==> src/rtl/twb_pkg.sv <==
package twb_pkg;

  // Timing of the local bus clock
  localparam int CLK_PERIOD_NS = 10;
  localparam int SCL_LOW_NS = 5000;
  localparam int SCL_HIGH_NS = 5000;
  localparam int COND_HOLD_NS = 5000;
  localparam int CNT_W = 10;
  localparam logic [CNT_W-1:0] LOW_CYC =
    CNT_W'((SCL_LOW_NS + CLK_PERIOD_NS - 1) / CLK_PERIOD_NS);
  localparam logic [CNT_W-1:0] HIGH_CYC =
    CNT_W'((SCL_HIGH_NS + CLK_PERIOD_NS - 1) / CLK_PERIOD_NS);
  localparam logic [CNT_W-1:0] COND_CYC =
    CNT_W'((COND_HOLD_NS + CLK_PERIOD_NS - 1) / CLK_PERIOD_NS);

  // Packet framing
  localparam logic [3:0] DATA_BITS = 4'h8;
  localparam logic [3:0] PKT_BITS = 4'h9;
  localparam logic [6:0] GCALL_ADDR = 7'h00;
  localparam logic [3:0] RSVD_PREFIX = 4'hF;
  localparam logic [7:0] RD_FILL = 8'hFF;

  // Reset values
  localparam logic [1:0] STEP_RST = 2'h0;
  localparam logic [3:0] BIT_RST = 4'h0;
  localparam logic [8:0] TX_RST = 9'h1FF;
  localparam logic [7:0] RX_RST = 8'h00;

  typedef enum logic [6:0] {
    ST_IDLE = 7'h01,
    ST_START = 7'h02,
    ST_BIT_LOW = 7'h04,
    ST_BIT_HIGH = 7'h08,
    ST_HOLD = 7'h10,
    ST_STOP = 7'h20,
    ST_LISTEN = 7'h40
  } twb_state_t;

endpackage

==> src/rtl/twb_master.sv <==
`timescale 1ns/1ps

module twb_master (
  // Clock and reset
  input wire logic ref_clk,
  input wire logic rst_b,
  input wire logic ce,
  // Power control
  input wire logic link_enable,
  output logic serial_bus_power_gate,
  // Command port
  input wire logic cmd_valid,
  output logic cmd_ready,
  input wire logic cmd_start,
  input wire logic cmd_stop,
  input wire logic cmd_read,
  input wire logic cmd_nack,
  input wire logic [7:0] cmd_wdata,
  // Response port
  output logic rsp_valid,
  output logic [7:0] rsp_data,
  output logic rsp_nack,
  output logic rsp_err,
  output logic arb_lost,
  output logic addressed,
  output logic bus_busy,
  // Own slave identity
  input wire logic [6:0] own_addr,
  input wire logic gc_enable,
  // Bus pins
  input wire logic scl_in,
  output logic scl_out,
  output logic scl_oe,
  input wire logic sda_in,
  output logic sda_out,
  output logic sda_oe
);

  function automatic logic [twb_pkg::CNT_W-1:0] dec_cnt(
    input logic [twb_pkg::CNT_W-1:0] v);
    dec_cnt = (v == '0) ? v : v - 1'b1;
  endfunction

  twb_pkg::twb_state_t state_reg, state_next;
  logic [1:0] step_reg, step_next;
  logic [twb_pkg::CNT_W-1:0] cnt_reg, cnt_next;
  logic [3:0] bit_reg, bit_next;
  logic [8:0] tx_reg, tx_next;
  logic [7:0] rx_reg, rx_next;
  logic scl_drv_reg, scl_drv_next;
  logic sda_drv_reg, sda_drv_next;
  logic stop_pend_reg, stop_pend_next;
  logic addr_pkt_reg, addr_pkt_next;
  logic rd_reg, rd_next;
  logic rsp_valid_reg, rsp_valid_next;
  logic [7:0] rsp_data_reg, rsp_data_next;
  logic rsp_nack_reg, rsp_nack_next;
  logic rsp_err_reg, rsp_err_next;
  logic arb_lost_reg, arb_lost_next;
  logic addressed_reg, addressed_next;
  logic busy_reg;
  logic pgate_reg;
  logic scl_s1_reg, scl_s2_reg, scl_d_reg;
  logic sda_s1_reg, sda_s2_reg, sda_d_reg;

  // Line observation
  wire scl_q = scl_s2_reg;
  wire sda_q = sda_s2_reg;
  wire scl_rise = scl_q & ~scl_d_reg;
  wire scl_fall = ~scl_q & scl_d_reg;
  wire start_det = scl_q & scl_d_reg & sda_d_reg & ~sda_q;
  wire stop_det = scl_q & scl_d_reg & ~sda_d_reg & sda_q;
  wire cnt_zero = (cnt_reg == '0);
  wire own_ok = (own_addr[6:3] != twb_pkg::RSVD_PREFIX);
  wire own_match = own_ok & (rx_reg[7:1] == own_addr);
  wire gc_match = gc_enable & ~rx_reg[0]
    & (rx_reg[7:1] == twb_pkg::GCALL_ADDR);
  wire addr_match = addr_pkt_reg & (own_match | gc_match);
  wire gc_read = (cmd_wdata[7:1] == twb_pkg::GCALL_ADDR) & cmd_wdata[0];
  wire rsvd_addr = (cmd_wdata[7:4] == twb_pkg::RSVD_PREFIX);
  wire bad_addr = cmd_start & (gc_read | rsvd_addr);
  wire in_idle = (state_reg == twb_pkg::ST_IDLE);
  wire in_hold = (state_reg == twb_pkg::ST_HOLD);
  wire powered = ~pgate_reg;
  assign cmd_ready = powered
    & ((in_idle & ~(cmd_start & busy_reg)) | in_hold);
  wire cmd_fire = cmd_valid & cmd_ready;
  wire [8:0] cmd_tx = (cmd_read & ~cmd_start)
    ? {twb_pkg::RD_FILL, cmd_nack} : {cmd_wdata, 1'b1};
  wire last_bit = (bit_reg == twb_pkg::DATA_BITS);
  wire lost = ~rd_reg & ~sda_drv_reg & ~sda_q
    & (bit_reg < twb_pkg::DATA_BITS);

  always_comb begin
    state_next = state_reg;
    step_next = step_reg;
    cnt_next = dec_cnt(cnt_reg);
    bit_next = bit_reg;
    tx_next = tx_reg;
    rx_next = rx_reg;
    scl_drv_next = scl_drv_reg;
    sda_drv_next = sda_drv_reg;
    stop_pend_next = stop_pend_reg;
    addr_pkt_next = addr_pkt_reg;
    rd_next = rd_reg;
    rsp_valid_next = 1'b0;
    rsp_data_next = rsp_data_reg;
    rsp_nack_next = rsp_nack_reg;
    rsp_err_next = rsp_err_reg;
    arb_lost_next = 1'b0;
    addressed_next = 1'b0;
    case (state_reg)
      twb_pkg::ST_IDLE: begin
        scl_drv_next = 1'b0;
        sda_drv_next = 1'b0;
        if (cmd_fire) begin
          if (~cmd_start | bad_addr) begin
            rsp_valid_next = 1'b1;
            rsp_err_next = 1'b1;
          end else begin
            state_next = twb_pkg::ST_START;
            step_next = twb_pkg::STEP_RST;
            cnt_next = twb_pkg::COND_CYC;
          end
        end
      end
      twb_pkg::ST_HOLD: begin
        scl_drv_next = 1'b1;
        if (cmd_fire) begin
          if (bad_addr) begin
            rsp_valid_next = 1'b1;
            rsp_err_next = 1'b1;
          end else if (cmd_start) begin
            state_next = twb_pkg::ST_START;
            step_next = twb_pkg::STEP_RST;
            cnt_next = twb_pkg::COND_CYC;
          end else begin
            state_next = twb_pkg::ST_BIT_LOW;
            cnt_next = twb_pkg::LOW_CYC;
            bit_next = twb_pkg::BIT_RST;
          end
        end
      end
      twb_pkg::ST_START: begin
        case (step_reg)
          2'h0: begin
            sda_drv_next = 1'b0;
            if (cnt_zero) begin
              scl_drv_next = 1'b0;
              step_next = 2'h1;
              cnt_next = twb_pkg::COND_CYC;
            end
          end
          2'h1: begin
            if (~scl_q) begin
              cnt_next = twb_pkg::COND_CYC;
            end else if (cnt_zero) begin
              sda_drv_next = 1'b1;
              step_next = 2'h2;
              cnt_next = twb_pkg::COND_CYC;
            end
          end
          default: begin
            if (cnt_zero) begin
              scl_drv_next = 1'b1;
              state_next = twb_pkg::ST_BIT_LOW;
              cnt_next = twb_pkg::LOW_CYC;
              bit_next = twb_pkg::BIT_RST;
            end
          end
        endcase
      end
      twb_pkg::ST_BIT_LOW: begin
        sda_drv_next = ~tx_reg[8];
        if (cnt_zero) begin
          scl_drv_next = 1'b0;
          state_next = twb_pkg::ST_BIT_HIGH;
          step_next = twb_pkg::STEP_RST;
        end
      end
      twb_pkg::ST_BIT_HIGH: begin
        if (step_reg == 2'h0) begin
          if (scl_q) begin
            step_next = 2'h1;
            cnt_next = twb_pkg::HIGH_CYC;
            if (last_bit) begin
              rsp_nack_next = sda_q;
            end else begin
              rx_next = {rx_reg[6:0], sda_q};
            end
            if (lost) begin
              sda_drv_next = 1'b0;
              arb_lost_next = 1'b1;
              bit_next = bit_reg + 1'b1;
              state_next = twb_pkg::ST_LISTEN;
            end
          end
        end else if (cnt_zero | ~scl_q) begin
          scl_drv_next = 1'b1;
          tx_next = {tx_reg[7:0], 1'b1};
          bit_next = bit_reg + 1'b1;
          if (last_bit) begin
            rsp_valid_next = 1'b1;
            rsp_data_next = rx_reg;
            rsp_err_next = 1'b0;
            if (stop_pend_reg | (addr_pkt_reg & rsp_nack_reg)) begin
              state_next = twb_pkg::ST_STOP;
              step_next = twb_pkg::STEP_RST;
              cnt_next = twb_pkg::COND_CYC;
            end else begin
              state_next = twb_pkg::ST_HOLD;
            end
          end else begin
            state_next = twb_pkg::ST_BIT_LOW;
            cnt_next = twb_pkg::LOW_CYC;
          end
        end
      end
      twb_pkg::ST_STOP: begin
        if (step_reg == 2'h0) begin
          sda_drv_next = 1'b1;
          if (cnt_zero) begin
            scl_drv_next = 1'b0;
            step_next = 2'h1;
            cnt_next = twb_pkg::COND_CYC;
          end
        end else if (~scl_q) begin
          cnt_next = twb_pkg::COND_CYC;
        end else if (cnt_zero) begin
          sda_drv_next = 1'b0;
          state_next = twb_pkg::ST_IDLE;
        end
      end
      twb_pkg::ST_LISTEN: begin
        scl_drv_next = 1'b0;
        if (start_det | stop_det) begin
          sda_drv_next = 1'b0;
          state_next = twb_pkg::ST_IDLE;
        end else if (scl_rise & (bit_reg < twb_pkg::DATA_BITS)) begin
          rx_next = {rx_reg[6:0], sda_q};
          bit_next = bit_reg + 1'b1;
        end else if (scl_fall & last_bit) begin
          if (addr_match) begin
            sda_drv_next = 1'b1;
            addressed_next = 1'b1;
            bit_next = twb_pkg::PKT_BITS;
          end else begin
            state_next = twb_pkg::ST_IDLE;
          end
        end else if (scl_fall & (bit_reg == twb_pkg::PKT_BITS)) begin
          sda_drv_next = 1'b0;
          state_next = twb_pkg::ST_IDLE;
        end
      end
      default: begin
        state_next = twb_pkg::ST_IDLE;
        scl_drv_next = 1'b0;
        sda_drv_next = 1'b0;
      end
    endcase
    if (cmd_fire & ~bad_addr & (cmd_start | in_hold)) begin
      tx_next = cmd_tx;
      rd_next = cmd_read & ~cmd_start;
      stop_pend_next = cmd_stop;
      addr_pkt_next = cmd_start;
    end
  end

  // Pin synchronisers and line history
  always_ff @(posedge ref_clk or negedge rst_b) begin
    if (!rst_b) begin
      scl_s1_reg <= 1'b1;
      scl_s2_reg <= 1'b1;
      scl_d_reg <= 1'b1;
      sda_s1_reg <= 1'b1;
      sda_s2_reg <= 1'b1;
      sda_d_reg <= 1'b1;
    end else if (ce) begin
      scl_s1_reg <= scl_in;
      scl_s2_reg <= scl_s1_reg;
      scl_d_reg <= scl_s2_reg;
      sda_s1_reg <= sda_in;
      sda_s2_reg <= sda_s1_reg;
      sda_d_reg <= sda_s2_reg;
    end
  end

  // Bus busy and power gate
  always_ff @(posedge ref_clk or negedge rst_b) begin
    if (!rst_b) begin
      busy_reg <= 1'b0;
      pgate_reg <= 1'b1;
    end else if (ce) begin
      pgate_reg <= ~link_enable;
      if (start_det) begin
        busy_reg <= 1'b1;
      end else if (stop_det) begin
        busy_reg <= 1'b0;
      end
    end
  end

  // Controller state
  always_ff @(posedge ref_clk or negedge rst_b) begin
    if (!rst_b) begin
      state_reg <= twb_pkg::ST_IDLE;
      step_reg <= twb_pkg::STEP_RST;
      cnt_reg <= '0;
      bit_reg <= twb_pkg::BIT_RST;
      tx_reg <= twb_pkg::TX_RST;
      rx_reg <= twb_pkg::RX_RST;
      scl_drv_reg <= 1'b0;
      sda_drv_reg <= 1'b0;
      stop_pend_reg <= 1'b0;
      addr_pkt_reg <= 1'b0;
      rd_reg <= 1'b0;
    end else if (ce) begin
      state_reg <= state_next;
      step_reg <= step_next;
      cnt_reg <= cnt_next;
      bit_reg <= bit_next;
      tx_reg <= tx_next;
      rx_reg <= rx_next;
      scl_drv_reg <= scl_drv_next;
      sda_drv_reg <= sda_drv_next;
      stop_pend_reg <= stop_pend_next;
      addr_pkt_reg <= addr_pkt_next;
      rd_reg <= rd_next;
    end
  end

  // Response registers
  always_ff @(posedge ref_clk or negedge rst_b) begin
    if (!rst_b) begin
      rsp_valid_reg <= 1'b0;
      rsp_data_reg <= twb_pkg::RX_RST;
      rsp_nack_reg <= 1'b0;
      rsp_err_reg <= 1'b0;
      arb_lost_reg <= 1'b0;
      addressed_reg <= 1'b0;
    end else if (ce) begin
      rsp_valid_reg <= rsp_valid_next;
      rsp_data_reg <= rsp_data_next;
      rsp_nack_reg <= rsp_nack_next;
      rsp_err_reg <= rsp_err_next;
      arb_lost_reg <= arb_lost_next;
      addressed_reg <= addressed_next;
    end
  end

  // Open-drain pins and module outputs
  assign scl_out = 1'b0;
  assign sda_out = 1'b0;
  assign scl_oe = scl_drv_reg;
  assign sda_oe = sda_drv_reg;
  assign serial_bus_power_gate = pgate_reg;
  assign rsp_valid = rsp_valid_reg;
  assign rsp_data = rsp_data_reg;
  assign rsp_nack = rsp_nack_reg;
  assign rsp_err = rsp_err_reg;
  assign arb_lost = arb_lost_reg;
  assign addressed = addressed_reg;
  assign bus_busy = busy_reg;

endmodule // twb_master

==> config.mk <==
export PLATFORM = sky130hd
export DESIGN_NAME = twb_master
export DESIGN_NICKNAME = d
export VERILOG_FILES = /design/src/rtl/twb_pkg.sv /design/src/rtl/twb_master.sv
export SDC_FILE = /design/constraint.sdc
export NUM_CORES = 1
export LEC_CHECK = 0
export BUFFER_PORTS_ARGS = -buffer_cell sky130_fd_sc_hd__buf_4
export CELL_PAD_IN_SITES_DETAIL_PLACEMENT = 0
export CELL_PAD_IN_SITES_GLOBAL_PLACEMENT = 1
export CORE_AREA = 2 2 104 106
export DETAILED_ROUTE_END_ITERATION = 10
export DIE_AREA = 0 0 106 108
export MAX_ROUTING_LAYER = met4
export PLACE_DENSITY_LB_ADDON = 0.1
export SLEW_MARGIN = 20
export SYNTH_ARGS = -nofsm -noshare
export SYNTH_HDL_FRONTEND = slang
export SYNTH_SLANG_ARGS = --single-unit
export TNS_END_PERCENT = 5
==> constraint.sdc <==
create_clock -name ref_clk -period 2.8 [get_ports ref_clk]
set_clock_uncertainty 0.15 [all_clocks]
set_input_delay 0.28 -clock ref_clk [delete_from_list [all_inputs] [get_ports ref_clk]]
set_output_delay 0.28 -clock ref_clk [all_outputs]
set_load 0.01 [all_outputs]
======== After elaboration in Yosys (flattened, before gate mapping) ========
Cells that the tools add are included.
storage, ports and cells
  bits in registers ....................... 66
  latch bits .............................. 0
  memory bits (writable) .................. 0
  bits in read-only memories .............. 0
  input port bits ......................... 27
  output and inout port bits .............. 20
  logic and storage cells ................. 287
  memories ................................ 0
cells by class
  add/sub/neg operators ................... 2
  multiply operators ...................... 0
  divide/modulo/power cells ............... 0
  magnitude comparators ................... 1
  eq/ne operators ......................... 56
  shifts and indexed selects .............. 0
  multiplexer cells ....................... 129
  bitwise operators ....................... 50
  reductions and logical operators ........ 24
operators with widths
  cell                count
  $mux 10             15
  $mux 7              20
  $mux 4              13
  $pmux 10 s5         1
  $pmux 7 s7          1
  $mux 9              5
  $ne 2x2->1 const B  22
  $mux 1              42
  $ne 3x3->1 const B  14
  $mux 8              5
  $mux 2              15
  $and 1x1->1         27
  $reduce_and 13->1   2
  $reduce_and 17->1   1
  $ne 4x4->1 const B  4
  $pmux 4 s4          1
  $pmux 8 s2          1
  $reduce_and 16->1   1
  $not 1->1           15
  $logic_not 7->1     2
  $eq 4x4->1 const B  3
  $pmux 2 s6          1
  $logic_not 10->1    1
  $reduce_and 5->1    2
  32 further kinds    48

======== Longest topological paths before layout ========
  depth after elaboration ................. 10
  depth in mapped cells ................... 11
  mapped depth without buffers ............ 10

======== Least setup slack after synthesis ========
Ideal clock, no wire load.
  path kind ............................... reg-to-reg
  start point ............................. register cnt_reg[0] (netlist bit)
  end point ............................... register state_reg[6]
  library setup time ...................... 0.128 ns
  data arrival time ....................... 2.387 ns
  data required time ...................... 2.522 ns
  setup slack ............................. 0.135 ns
  stages on the path, launching flop included .. 11
  path buffers ............................ 1
  period minus slack after synthesis ...... 2.665 ns
  cells stage by stage .................... dfrtp_1 inv_1 ha_1 or4b_4 nor3_4 inv_2 buf_6 a2bb2oi_1 a211oi_2 nand3_2 mux2_1
between the ends
  longest elaborated chain between the ends .. 4
  elaborated cells between the ends (all ways) .. 7
  classes of those cells .................. 4 x eq/ne; 1 x bitwise; 2 x reduce/logical
ends and longest elaborated chain
  item                           RTL line           RTL
  start, declared                twb_master.sv:46   logic [twb_pkg::CNT_W-1:0] cnt_reg, cnt_next;
  start signal, assigned         twb_master.sv:320  cnt_reg <= cnt_next;
  $logic_not 10->1 *             twb_master.sv:73   wire cnt_zero = (cnt_reg == '0);
  $or 1x1->1                     twb_master.sv:198  end else if (cnt_zero | ~scl_q) begin
  $ne 3x3->1 (no line)           n/a
  $reduce_and 17->1 (no line) *  n/a
  end signal, assigned           twb_master.sv:306  state_reg <= twb_pkg::ST_IDLE;
  end signal, assigned           twb_master.sv:318  state_reg <= state_next;
  end, declared                  twb_master.sv:44   twb_pkg::twb_state_t state_reg, state_next;
Every way passes the cells marked *; elsewhere a longest branch is shown, timed or not.
A chain may end at the register's enable or synchronous reset.

======== Worst setup path after layout ========
  start point ............................. register cnt_reg[0] (netlist bit)
  end point ............................... register cnt_reg[8] (netlist bit)
between the ends
  longest elaborated chain between the ends .. 7
  elaborated cells between the ends (all ways) .. 19
  classes of those cells .................. 1 x add/sub; 16 x mux; 1 x bitwise; 1 x reduce/logical
ends and longest elaborated chain
  item                                                      RTL line                            RTL
  $sub 10x1->10 / $logic_not 10->1 (equally long branches)  twb_master.sv:41, twb_master.sv:73
  $mux 10                                                   twb_master.sv:41                    dec_cnt = (v == '0) ? v : v - 1'b1;
  $mux 10                                                   twb_master.sv:206                   if (stop_pend_reg | (addr_pkt_reg & rsp_nack_reg)) begin
  $mux 10                                                   twb_master.sv:202                   if (last_bit) begin
  $mux 10                                                   twb_master.sv:198
  $mux 10                                                   twb_master.sv:182                   if (step_reg == 2'h0) begin
  $pmux 10 s5 *                                             twb_master.sv:112                   case (state_reg)
Marks and branches as above.

==> impl_metrics.py <==
metrics = {
    "drt": {
        "drtIter0Drc": 132,
        "via_count": 3656,
        "drt-pass1-iter-count": 4,
        "post-route-drc-count": 0,
        "ant_nets": 0,
        "wl_per_cell_um": 17.29,
        "totalWireLength_mm": 11.45,
        "vias_per_cell": 5.523,
    },
    "floorplanning": {
        "dieWidth_um": 106,
        "initial_core_util_pct": 40.50,
        "core_um2": 10230,
        "die_area_um2": 11450,
        "rows": 37,
        "dieHeight_um": 108,
        "num_io_pins": 47,
    },
    "critical_path": {
        "arrival_ps": 2900,
        "setup.worst_path.end": "cnt_reg[8]",
        "max_stage_delay_ps": 640,
        "slowest_stage": "or4b_2",
        "cp-end-kind": "register",
        "reg2reg_depth": 10,
        "worstPathCellList": "inv_1, buf_4, ha_1, or4b_2, or3_1, nor2_2, mux2i_1, inv_1, o22ai_1, a21oi_1",
        "critPathLaunchType": "register",
        "cp_top_family": "simple AND/OR/NAND/NOR gates",
        "timing.rr.start": "cnt_reg[0]",
        "crit_required_ps": 2880,
        "cp_num_cells": 10,
        "worstSetupPathType": "register to register",
        "cp_max_fo": 4,
        "r2r_setup_slack_ps": -20,
        "path_buf_inv": 3,
        "cpMostUsedCell": "inv_1",
        "critPathLaunch": "cnt_reg[0]",
        "r2r-end": "cnt_reg[8]",
    },
    "synthesis": {
        "synth_compound_area_share_pct": 20.32,
        "synthArstFlopShare_pct": 100.0,
        "ys_ff_latch": 66,
        "synth.avg_cell_area_um2": 9.068,
        "yosys.area_share.simple_pct": 22.31,
        "ys_types": 75,
        "synth_fa_ha_area_share_pct": 1.812,
        "synth.area.mux_share_pct": 8.877,
        "synthCells": 457,
        "yosysWarnings": 0,
        "synth_top_family_by_area": "simple AND/OR/NAND/NOR gates",
        "synth_edf_count": 0,
        "ys_seq_area_share_pct": 40.37,
        "netlist_area_um2": 4144,
        "synth_xor_area_share_pct": 1.902,
        "yosys_most_used_dff": "dfrtp_1",
    },
    "layout": {
        "largest_register_ff_count": 10,
        "stdcell_area_um2": 4990,
        "final_cell_mix": "buf_4, nand2_1, dfrtp_1",
        "diodes": 0,
        "drive_gt1_share_pct": 29.85,
        "fillers": 1007,
        "final_util_pct": 48.77,
        "final_common_cell": "buf_4",
        "nNetsFinal": 554,
        "stdcell_count": 662,
        "area_delta_synth_final_pct": 20.41,
    },
    "sta": {
        "finalCriticalPeriod_ps": 2819,
        "setup_viol_count_final": 2,
        "hold_viol_final": 0,
        "tightest_slew_ps": 857.6,
        "relSlewSlack_pct": 42.83,
        "min_period_over_period_pct": 100.7,
        "fmax_mhz": 354.7,
        "drv_slew": 0,
        "rsz0062_at_grt": "true",
        "worst_slack_ps": -19.49,
    },
    "pwr": {
        "p_sw_share_pct": 38.91,
        "p_int_mw": 2.273,
        "p_comb_share_pct": 42.1,
        "p_clk_share_pct": 20.4,
        "vdd_drop_max_mv": 0.3498,
        "pwr-share-seq_pct": 37.5,
        "power.switching_mw": 1.448,
        "p_leak_nw": 2.183,
        "powerDensity_nw_per_um2": 745.9,
    },
    "grt": {
        "met3_usage_pct": 3.436,
        "grt_pass1_vias": 3676,
        "gr-usage-met2_pct": 35.16,
        "grt_max_degree": 67,
        "grt_pass1_wl_mm": 19.10,
        "overflow": 0,
        "grt.busiest_layer": "met2",
        "antenna_found_initial": 0,
        "gr-usage-all-layers_pct": 22.12,
        "gr-usage-met1_pct": 28.95,
    },
    "cts": {
        "cts_buffers": 9,
        "root_buffer": "clkbuf_8",
        "cts.htree.levels": 3,
        "clock-sinks": 66,
        "cts.clk_slew.worst_paths_ps": 80,
        "cts_tree": "yes",
        "clkLatencyLatePin_ps": 360,
        "clockBufferDepth": 2,
    },
    "status": {
        "status": "finished with violations",
        "violations": "setup timing",
    },
    "placed_design": {
        "hpwlAfterDp_mm": 8.475,
        "gp_congestion": 0.9650,
        "io_buffers": 44,
        "placed_cells": 643,
        "placed_cell_area_um2": 4751,
    },
    "hold_path": {
        "hp-class": "input port to register",
    },
    "flow_run": {
        "maxCapViolCount": 0,
    },
}
## cell type report
type	instances	area (um^2)	area share, %
clock buffers	10	137.6	2.758
multi-input cells	352	2326	46.61
repair buffers	77	585.6	11.74
flip-flops and latches	66	1673	33.53
well taps	136	170.2	3.410
inverters	15	56.30	1.128
clock inverters	6	41.29	0.8275
## metal layers
metal  up-vias  wire length (um)
li1       1802                 -
met1      1748              5364
met2        83              5425
met3        23               406
met4         0               250
met5         -                 0
## metrics by stage
stage	total power [mW]	setup TNS, ps	worst slack, ps	hold slack, ps
2_1_floorplan	2.373	0	135.0	-165.6
3_3_place_gp	2.943	0	5.993	268.7
3_5_place_dp	2.956	-10.45	-10.45	272.6
4_1_cts	3.733	0	5.417	5.785
5_1_grt	3.993	-468.3	-165.0	18.13
6_report	3.722	-30.63	-19.49	14.41
## Yosys cell counts, types with 8 or more instances
master,instances,share of area [%]
nand2_1,56,5.1
o21ai_0,50,6.0
dfrtp_1,49,30
nor2_1,34,3.1
mux2_2,27,7.3
a21oi_1,21,2.5
dfstp_2,17,11
clkbuf_1,14,1.3
inv_1,14,1.3
nand3_1,11,1.3
nor4_1,10,1.5
nor3_1,9,1.1
xor2_1,8,1.7
## cell families (layout without fill, tap and decap cells)
group	count (synthesis)	count (layout)
and+or+nand+nor	172	172
AOI/OAI and AO/OA	130	130
DFF	66	66
buffers and inverters	40	108
muxes	33	33
xor gates and xnor gates	9	9
adders and majority gates	6	6
other	1	2
## timing repair
| item | CTS | global route |
|---|---|---|
| gates resized for setup | 2 | 7 |
| hold buffers | 3 | 0 |
| endpoints found under the hold margin | 51 | 0 |
| setup buffers | 0 | 0 |
| endpoints found under the setup margin | 2 | 33 |
| pin swaps | 0 | 1 |
## power groups by stage
stage | sequential [mW] | clock (mW) | combinational (mW)
after floorplan | 1.37 | 0 | 1.01
after global placement | 1.41 | 0 | 1.53
after detailed placement | 1.42 | 0 | 1.54
after CTS | 1.40 | 0.773 | 1.56
after global routing | 1.43 | 0.814 | 1.75
final | 1.40 | 0.759 | 1.57
## worst min path at each step
stage | from | endpoint | slack (ps) | depth (start not counted)
floorplan | rst_b | addr_pkt_reg | -170 | 0
global placement | link_enable | serial_bus_power_gate | 270 | 2
detailed placement | link_enable | serial_bus_power_gate | 270 | 2
CTS | sda_in | sda_s1_reg | 6 | 2
global route | sda_in | sda_s1_reg | 20 | 2
finish | cmd_stop | stop_pend_reg | 10 | 2
(Power assumes the default switching activity.)
